--- config.mk ---
export PLATFORM = sky130hd
export DESIGN_NAME = esqw_encoder_flat
export DESIGN_NICKNAME = d
export VERILOG_FILES = /design/src/esqw_pkg.sv /design/src/esqw_if.sv /design/src/esqw_encoder.sv /design/src/flat_wrapper.sv
export SDC_FILE = /design/constraint.sdc
export NUM_CORES = 1
export LEC_CHECK = 0
export BUFFER_PORTS_ARGS = -buffer_cell sky130_fd_sc_hd__buf_2
export CAP_MARGIN = 5
export CORE_UTILIZATION = 61
export DETAILED_ROUTE_END_ITERATION = 8
export GPL_TIMING_DRIVEN = 0
export PLACE_DENSITY = 0.85
export SLEW_MARGIN = 20
export SYNTH_ARGS = -nofsm -noshare
export SYNTH_HDL_FRONTEND = slang
export SYNTH_SLANG_ARGS = --single-unit
--- constraint.sdc ---
create_clock -name core_clk_i -period 3.7 [get_ports core_clk_i]
set_input_delay 0.37 -clock core_clk_i [delete_from_list [all_inputs] [get_ports core_clk_i]]
set_output_delay 0.37 -clock core_clk_i [all_outputs]
set_load 0.05 [all_outputs]
--- src/esqw_pkg.sv ---
// Package for the encoder square-wave output link.
// Shared by the encoder end and the receiver end; no bus, one clock.
package esqw_pkg;
	// Core clock rate and fault low-pulse minimum
	localparam int unsigned CLK_HZ = 20000000;
	localparam int unsigned FAULT_MIN_MS = 20;
	localparam int unsigned FAULT_MIN_CYC = (CLK_HZ / 1000) * FAULT_MIN_MS;
	// Counter and angle widths
	localparam int unsigned DIV_W = 16;
	localparam int unsigned FLT_W = 20;
	localparam int unsigned POS_W = 32;
	localparam int unsigned ANG_W = 12;
	// Commutation block counts per revolution
	localparam logic [1:0] COMM_2X180 = 2'h0;
	localparam logic [1:0] COMM_3X120 = 2'h1;
	localparam logic [1:0] COMM_4X90 = 2'h2;
	// Evaluation modes of the receiver
	localparam logic [1:0] EVAL_1X = 2'h0;
	localparam logic [1:0] EVAL_2X = 2'h1;
	localparam logic [1:0] EVAL_4X = 2'h2;
	// Quadrature steps per electrical period, less one
	localparam logic [1:0] QSTEPS = 2'h3;
endpackage

--- src/esqw_if.sv ---
// Interface joining the encoder end and the receiver end.
// Assumes both ends share core_clk_i; all lines are push-pull levels.
`timescale 1ns/1ps
interface esqw_if;
	logic quad_channel_a;
	logic quad_channel_a_n;
	logic quad_channel_b;
	logic quad_channel_b_n;
	logic ref_mark_pulse;
	logic ref_mark_pulse_n;
	logic fault_out_n;
	logic [2:0] comm;
	logic [2:0] comm_n;
	logic limit_out_first;
	logic limit_out_second;
	modport encoder (output quad_channel_a, quad_channel_a_n, quad_channel_b,
		quad_channel_b_n, ref_mark_pulse, ref_mark_pulse_n, fault_out_n, comm, comm_n,
		limit_out_first, limit_out_second);
	modport receiver (input quad_channel_a, quad_channel_a_n, quad_channel_b,
		quad_channel_b_n, ref_mark_pulse, ref_mark_pulse_n, fault_out_n, comm, comm_n,
		limit_out_first, limit_out_second);
endinterface

--- src/esqw_encoder.sv ---
// Encoder end: quadrature, reference, fault, commutation and limit outputs.
// Assumes synchronous user inputs; the receiver catches every edge.
// Function
// A and B offset by 90 electrical degrees
// Reference pulse gated to one quadrature state
// Reference width is a quarter period
// Complement outputs, omitted for single-ended variant; code holds A, B and Z complements low there, commutation ones driven
// B lags A in reference direction
// Fault low on malfunction, high otherwise; code also holds it low for the minimum after reset
// Fault low pulse lasts at least 20 ms
// Receiver measuring step from counted edges
// Receiver counts every edge of A and B
// Receiver resolves 90 percent edge spacing
// Receiver may shut down on fault low
// Three commutation waves plus complements
// Commutation 2x180, 3x120 or 4x90 mechanical
// Two static limit lines, no decoding
// First limit north magnet, second south magnet
// Magnet row holds limit across its span
// Receiver syncs inputs, counts by phase order
// Receiver flags simultaneous A and B change
`timescale 1ns/1ps
module esqw_encoder (
	// Clock and reset
	input wire logic core_clk_i,
	input wire logic sys_rst_i,
	// Motion control
	input wire logic move_en_i,
	input wire logic move_dir_i,
	input wire logic [esqw_pkg::DIV_W-1:0] step_div_i,
	input wire logic ref_here_i,
	input wire logic [esqw_pkg::ANG_W-1:0] angle_i,
	input wire logic [1:0] comm_mode_i,
	// Variant, fault and magnet sensing
	input wire logic single_ended_variant_i,
	input wire logic malfunction_i,
	input wire logic magnet_north_i,
	input wire logic magnet_south_i,
	// Link
	esqw_if.encoder link
);
	import esqw_pkg::*;

	typedef struct packed {
		logic [DIV_W-1:0] div;
		logic [1:0] phase;
		logic [FLT_W-1:0] flt_cnt;
		logic fault_n;
		logic a, an, b, bn, z, zn;
		logic [2:0] cm, cmn;
		logic l1, l2;
	} esqw_enc_t;

	esqw_enc_t st;
	esqw_enc_t nx;

	// Commutation track level for a given angle fraction and mode
	function automatic logic [2:0] esqw_comm(input logic [ANG_W-1:0] ang,
			input logic [1:0] mode);
		logic [ANG_W+1:0] s;
		logic [2:0] r;
		s = {2'h0, ang};
		r = 3'h0;
		case (mode)
			COMM_3X120: begin
				// Three 120 degree blocks, tracks shifted a third
				r[0] = (s * 14'h3) >> ANG_W == 14'h0;
				r[1] = (s * 14'h3) >> ANG_W == 14'h1;
				r[2] = (s * 14'h3) >> ANG_W == 14'h2;
			end
			COMM_4X90: begin
				r[0] = ang[ANG_W-1:ANG_W-2] == 2'h0;
				r[1] = ang[ANG_W-1:ANG_W-2] == 2'h1;
				r[2] = ang[ANG_W-1:ANG_W-2] == 2'h2;
			end
			default: begin
				// Two 180 degree blocks, third track a quarter later
				r[0] = ~ang[ANG_W-1];
				r[1] = ang[ANG_W-1];
				r[2] = ang[ANG_W-1] ^ ang[ANG_W-2];
			end
		endcase
		return r;
	endfunction

	////////////////////////////////////////////////////////////////////////////////
	// Next state
	always_comb begin
		logic [1:0] ph;
		logic step;
		ph = st.phase;
		nx = st;
		step = 1'b0;
		// Step rate divider; one quadrature step per wrap
		if (move_en_i) begin
			if (st.div >= step_div_i) begin
				nx.div = '0;
				step = 1'b1;
			end else begin
				nx.div = st.div + 1'b1;
			end
		end else begin
			nx.div = '0;
		end
		// Gray sequence; direction picks phase order
		if (step) begin
			ph = move_dir_i ? st.phase - 2'h1 : st.phase + 2'h1;
		end
		nx.phase = ph;
		nx.a = ph[1] ^ ph[0]; // 0,1,1,0 over steps 0..3
		nx.b = ph[1]; // 0,0,1,1 lags A by one step
		// Reference only in state A high and B high, one quarter wide
		nx.z = ref_here_i & (ph == 2'h2);
		// Fault: holds low for the minimum even if malfunction clears
		if (malfunction_i) begin
			nx.fault_n = 1'b0;
			nx.flt_cnt = '0;
		end else if (!st.fault_n) begin
			if (st.flt_cnt >= FLT_W'(FAULT_MIN_CYC - 1)) begin
				nx.fault_n = 1'b1;
			end else begin
				nx.flt_cnt = st.flt_cnt + 1'b1;
			end
		end
		// Commutation waves from the angle tracks
		nx.cm = esqw_comm(angle_i, comm_mode_i);
		// Quadrature and reference complements held low on the single-ended variant; commutation complements always driven
		nx.an = single_ended_variant_i ? 1'b0 : ~nx.a;
		nx.bn = single_ended_variant_i ? 1'b0 : ~nx.b;
		nx.zn = single_ended_variant_i ? 1'b0 : ~nx.z;
		nx.cmn = ~nx.cm;
		// Static limits: north on first, south on second, level follows magnets
		nx.l1 = magnet_north_i;
		nx.l2 = magnet_south_i;
	end

	////////////////////////////////////////////////////////////////////////////////
	// State register; fault reads low after reset until the minimum elapses
	always_ff @(posedge core_clk_i or posedge sys_rst_i) begin
		if (sys_rst_i) begin
			st <= '0;
		end else begin
			st <= nx;
		end
	end

	// Link outputs straight from flops
	assign link.quad_channel_a = st.a;
	assign link.quad_channel_a_n = st.an;
	assign link.quad_channel_b = st.b;
	assign link.quad_channel_b_n = st.bn;
	assign link.ref_mark_pulse = st.z;
	assign link.ref_mark_pulse_n = st.zn;
	assign link.fault_out_n = st.fault_n;
	assign link.comm = st.cm;
	assign link.comm_n = st.cmn;
	assign link.limit_out_first = st.l1;
	assign link.limit_out_second = st.l2;
endmodule

--- src/flat_wrapper.sv ---
// flat-port wrapper written by rule: the top's interface ports become plain ports
module esqw_encoder_flat import esqw_pkg::*;
  (core_clk_i, sys_rst_i, move_en_i, move_dir_i, step_div_i, ref_here_i, angle_i, comm_mode_i, single_ended_variant_i, malfunction_i, magnet_north_i, magnet_south_i, link_quad_channel_a, link_quad_channel_a_n, link_quad_channel_b, link_quad_channel_b_n, link_ref_mark_pulse, link_ref_mark_pulse_n, link_fault_out_n, link_comm, link_comm_n, link_limit_out_first, link_limit_out_second);
  esqw_if link_i ();
  input wire logic core_clk_i;
  input wire logic sys_rst_i;
  input wire logic move_en_i;
  input wire logic move_dir_i;
  input wire logic [esqw_pkg::DIV_W-1:0] step_div_i;
  input wire logic ref_here_i;
  input wire logic [esqw_pkg::ANG_W-1:0] angle_i;
  input wire logic [1:0] comm_mode_i;
  input wire logic single_ended_variant_i;
  input wire logic malfunction_i;
  input wire logic magnet_north_i;
  input wire logic magnet_south_i;
  output wire logic [$bits(link_i.quad_channel_a)-1:0] link_quad_channel_a;
  output wire logic [$bits(link_i.quad_channel_a_n)-1:0] link_quad_channel_a_n;
  output wire logic [$bits(link_i.quad_channel_b)-1:0] link_quad_channel_b;
  output wire logic [$bits(link_i.quad_channel_b_n)-1:0] link_quad_channel_b_n;
  output wire logic [$bits(link_i.ref_mark_pulse)-1:0] link_ref_mark_pulse;
  output wire logic [$bits(link_i.ref_mark_pulse_n)-1:0] link_ref_mark_pulse_n;
  output wire logic [$bits(link_i.fault_out_n)-1:0] link_fault_out_n;
  output wire logic [$bits(link_i.comm)-1:0] link_comm;
  output wire logic [$bits(link_i.comm_n)-1:0] link_comm_n;
  output wire logic [$bits(link_i.limit_out_first)-1:0] link_limit_out_first;
  output wire logic [$bits(link_i.limit_out_second)-1:0] link_limit_out_second;
  assign link_quad_channel_a = link_i.quad_channel_a;
  assign link_quad_channel_a_n = link_i.quad_channel_a_n;
  assign link_quad_channel_b = link_i.quad_channel_b;
  assign link_quad_channel_b_n = link_i.quad_channel_b_n;
  assign link_ref_mark_pulse = link_i.ref_mark_pulse;
  assign link_ref_mark_pulse_n = link_i.ref_mark_pulse_n;
  assign link_fault_out_n = link_i.fault_out_n;
  assign link_comm = link_i.comm;
  assign link_comm_n = link_i.comm_n;
  assign link_limit_out_first = link_i.limit_out_first;
  assign link_limit_out_second = link_i.limit_out_second;
  esqw_encoder u_core (.core_clk_i(core_clk_i), .sys_rst_i(sys_rst_i), .move_en_i(move_en_i), .move_dir_i(move_dir_i), .step_div_i(step_div_i), .ref_here_i(ref_here_i), .angle_i(angle_i), .comm_mode_i(comm_mode_i), .single_ended_variant_i(single_ended_variant_i), .malfunction_i(malfunction_i), .magnet_north_i(magnet_north_i), .magnet_south_i(magnet_south_i), .link(link_i));
endmodule
; ---- Word level (Yosys, flattened, before mapping)
; Index checks and enable logic that the tools add are counted.
[totals]
output_inout_bits = 15
ff_bits = 53
elab_cells = 55
[classes]
magnitude_cmp = 2
eq_ne = 9
mul = 1
n_mux = 14
n_reduce_logical = 3
addsub = 4
n_bitwise = 8
[ops]
columns = cell, count
row1 = two-way mux 21 bit, 2
row2 = two-way mux 16 bit, 2
row3 = "adder 20 x 1 -> 20 bit, second input constant", 1
row4 = "greater-or-equal comparator 20 x 19 -> 1 bit, second input constant", 1
row5 = two-way mux 20 bit, 1
row6 = "adder 16 x 1 -> 16 bit, second input constant", 1
row7 = greater-or-equal comparator 16 bit, 1
row8 = zero test 14 bit, 1
row9 = "multiplier 12 x 2 -> 14 bit, second input constant", 1
row10 = "equality test 2 bit, second input constant", 4
row11 = "equality test 2 x 1 -> 1 bit, second input constant", 3
row12 = two-way mux 1 bit, 6
row13 = case mux 3 bit (2 select lines), 1
row14 = two-way mux 2 bit, 2
row15 = "!= test 2 bit, second input constant", 2
row16 = NOT 1 bit, 4
row17 = NOT 3 bit, 1
row18 = "adder 2 x 1 -> 2 bit, second input constant", 1
row19 = zero test 2 bit, 1
row20 = AND reduction 2 bit, 1
row21 = "subtractor 2 x 1 -> 2 bit, second input constant", 1
row22 = bitwise XOR 1 bit, 2
row23 = bitwise AND 1 bit, 1

; ---- Depth between registers and ports, before layout
[logic_depth]
ltp_word = 8
ltp_mapped = 11
depth_no_buf = 11

; ---- Worst setup path before layout
; OpenSTA, ideal clock, no wires.
[synth_path]
path_kind = register to register
from = reg u_core.st[44] in the netlist's numbering
to = reg u_core.st, in the netlist u_core.link.quad_channel_a_n
setup_slack_ns = 1.205
arrival_time_ns = 2.381
period_less_slack_ns = 2.495
path_stages_with_launch = 11
t_required_ns = 3.585
path_buffers = 0
path_cell_list = dfrtp_1 > ha_1 > and3_1 > a211oi_2 > o211ai_1 > a2111oi_4 > nand2b_1 > xor2_1 > ha_1 > inv_1 > nor2_1
[synth_lines]
columns = item, line_no
row1 = from (decl), esqw_encoder.sv:54  ; esqw_enc_t st;
row2 = from (signal assigned), esqw_encoder.sv:143  ; st <= nx;

==> metrics.txt <==
Worst Setup End Kind=flip-flop; worst path required time=3.91 ns; minimum clock period=2.87 ns; final WL=5.96 mm; clock buffer depth=2; initial antenna violation count=0; share of the synthesized area in the top cell type=0.400; synth-to-layout area growth=14.2%; Worst Clk Skew=0.0163 ns; GP Congestion=0.860; cts hold-fix bufs=0; reg2reg start=u_core.st[44]; GRT Total Usage=0.241; max-slew violations=0; layout cells sized above 1=0.236; critical-path maximum fanout=6; Clk pin slew, worst setup/hold paths=0.10 ns; HP Class=in -> async; Via-to-Cell Ratio=5.48; Slew headroom=0.561; final net count=466; Post-synth EDFFs=0; worst-skew pair later-pin latency=0.32 ns; n_diodes=0; Setup crit start=u_core.st[44]; Seq cells post-synth=52; DRC violations left=0; vias in the first global route=2447; Synth area leader=dfrtp_1; synthesized netlist cell count=332; Setup CP Type=reg -> reg; status=complete, no violations; r2r worst-path depth=10; Resized cells post-CTS=0; Max H-tree Level=2; CP arrival=3.09 ns; I/O Buffers=53; dpl ws=0.804 ns; largest net degree at the start of global routing=36; DR WL/cell=12.9 µm; Synth area leaders=dfrtp_1, ha_1, xor2_1, nor2_1, inv_1; RSZ-0062 raised after global routing=no; Antenna Nets Post-Route=0; total negative setup slack=0 ns; max-cap violations=0; total grt overflow=0; die area=5620 µm²; Die Span X=75.0 µm; DR iter-0 viols=125; Max VDD drop=0.232 mV; final setup vio count=0; Final Cycle Share=0.776; IO Pins=54; Synthesized Nets=405; Cell Area, Synth=3250 µm²; syn avg cell area=9.79 µm²; slew at the pin closest to its max-slew limit=0.653 ns; post-CTS setup buffers=0; Die Ht=75.0 µm; Fmax achieved=348 MHz; Power per Cell Area=325 nW/µm²; # rows=26; core box area=5110 µm²; CTS root buffer=clkbuf_8; yosys warns=0; Initial Utilization=0.636; P_leak=1.86 nW; final worst slack=0.828 ns; CTS Sinks=52; vias=2543; CTS Buf Count=5; register area share after synthesis=0.400; first-pass GRT wire length=10.2 mm; post-synthesis cell type count=44; Fin. Hold Viols=0; Primary FF master, synth=dfrtp_1; Core Util, Final=0.727; TritonCTS clock tree=done; Critical Path Start Type=flip-flop; Post-DP HPWL=4.78 mm; Async S/R FF share, synth=1.00; TritonRoute pass-1 iters=4
layer usage:
layer / routed length (µm) / track usage / up-vias
met3: 247 / 0.0535 / 10
met2: 2970 / 0.418 / 66
li1: - / - / 1264
met1: 2630 / 0.292 / 1203
met4: 121 / 0.0943 / 0
met5: 0 / 0 / -
cell usage in the layout (no fill, tap or decap), types with 2 or more instances in the layout:
cell / netlist / routed
and4_1: 4 / 4
nand2_1: 15 / 15
dfrtp_1: 52 / 52
clkbuf_8: 0 / 5
and2_1: 4 / 4
ha_1: 34 / 34
a211oi_2: 2 / 2
nor2_2: 11 / 11
clkbuf_1: 3 / 3
o21ai_0: 4 / 4
a21boi_0: 2 / 2
o31ai_1: 2 / 2
nand4_1: 16 / 16
o211ai_1: 4 / 4
buf_2: 0 / 53
buf_4: 7 / 7
a21o_1: 4 / 4
o31a_1: 2 / 2
and3_1: 6 / 6
a2111oi_4: 2 / 2
nor2b_1: 4 / 4
xor2_1: 25 / 25
nor2_1: 39 / 39
a31oi_1: 3 / 3
inv_1: 29 / 28
nand3_1: 17 / 17
xnor2_1: 10 / 10
a21oi_1: 13 / 13
synthesized netlist by cell type (3+ instances only):
master,number
dfrtp_1,52
nand3_1,17
nor2b_1,4
nor2_2,11
o21ai_0,4
xnor2_1,10
ha_1,34
and4_1,4
nor2_1,39
inv_1,29
a21o_1,4
a31oi_1,3
o211ai_1,4
buf_4,7
a21oi_1,13
clkbuf_1,3
nand4_1,16
nand2_1,15
and2_1,4
xor2_1,25
and3_1,6
critical path, cell delays in order, from the launching register on:
cell and delay, ns:
dfrtp_1 0.46, ha_1 0.35, and3_1 0.20, a211oi_2 0.29, o211ai_1 0.21, a2111oi_4 0.44
nand2b_1 0.23, xor2_1 0.22, ha_1 0.26, inv_1 0.07, nor2_1 0.04
sequential cells by signal, indices dropped and copies added, names as in the netlist:
name	count
u_core.link.limit_out_second	1
u_core.link.quad_channel_b_n	1
u_core.link.quad_channel_a_n	1
u_core.link.comm	3
u_core.link.limit_out_first	1
u_core.st	37
u_core.link.comm_n	3
u_core.link.fault_out_n	1
u_core.link.quad_channel_a	1
u_core.link.ref_mark_pulse_n	1
u_core.link.ref_mark_pulse	1
u_core.link.quad_channel_b	1
stage by stage:
step	std cells	total power, mW	cell area, µm²	hold WS (ns)
after floorplan	332	0.815	3250	0.401
after CTS	464	1.22	3710	0.0263
after detailed placement	456	0.892	3620	0.377
after global routing	464	1.26	3710	0.0391
final	464	1.20	3710	0.0234
after global placement	455	0.878	3600	0.471
worst paths after layout:
path	endpoint	slack, ns
setup / recovery	u_core.link.quad_channel_a_n	0.83
setup reg to reg	u_core.link.quad_channel_a_n	0.83
max in group asynchronous	u_core.st[49]	3.16
min in group core_clk_i	u_core.link.limit_out_second	0.16
hold / removal	u_core.st[31]	0.02
hold reg to reg	u_core.st[37]	0.50
logic make-up (layout without fill, tap and decap cells):
family          after synthesis  after routing  share of synthesized area
flops                        52             52                      0.400
buf+inv                      40            102                     0.0566
simple gates                124            124                      0.199
fa+ha+maj                    34             34                      0.131
xor+xnor                     35             35                     0.0943
mux                           3              3                     0.0112
compound gates               44             44                      0.108
cell type report:
cell class	count	area, µm²
Multi-Input combinational cell	240	1760
Fill cell	402	1400
Sequential cell	52	1300
Timing Repair Buffer	54	285
Inverter	29	109
Tap cell	70	87.6
Buffer	11	75.1
Clock buffer	5	68.8
Clock inverter	3	21.3
report_power, final:
| group | total [mW] | internal [mW] | switching [mW] |
|---|---|---|---|
| Combinational | 0.269 | 0.0973 | 0.171 |
| Clock | 0.325 | 0.134 | 0.191 |
| Sequential | 0.611 | 0.594 | 0.0165 |
| Total | 1.20 | 0.826 | 0.379 |
No activity file was read; power rests on OpenSTA's default activity.
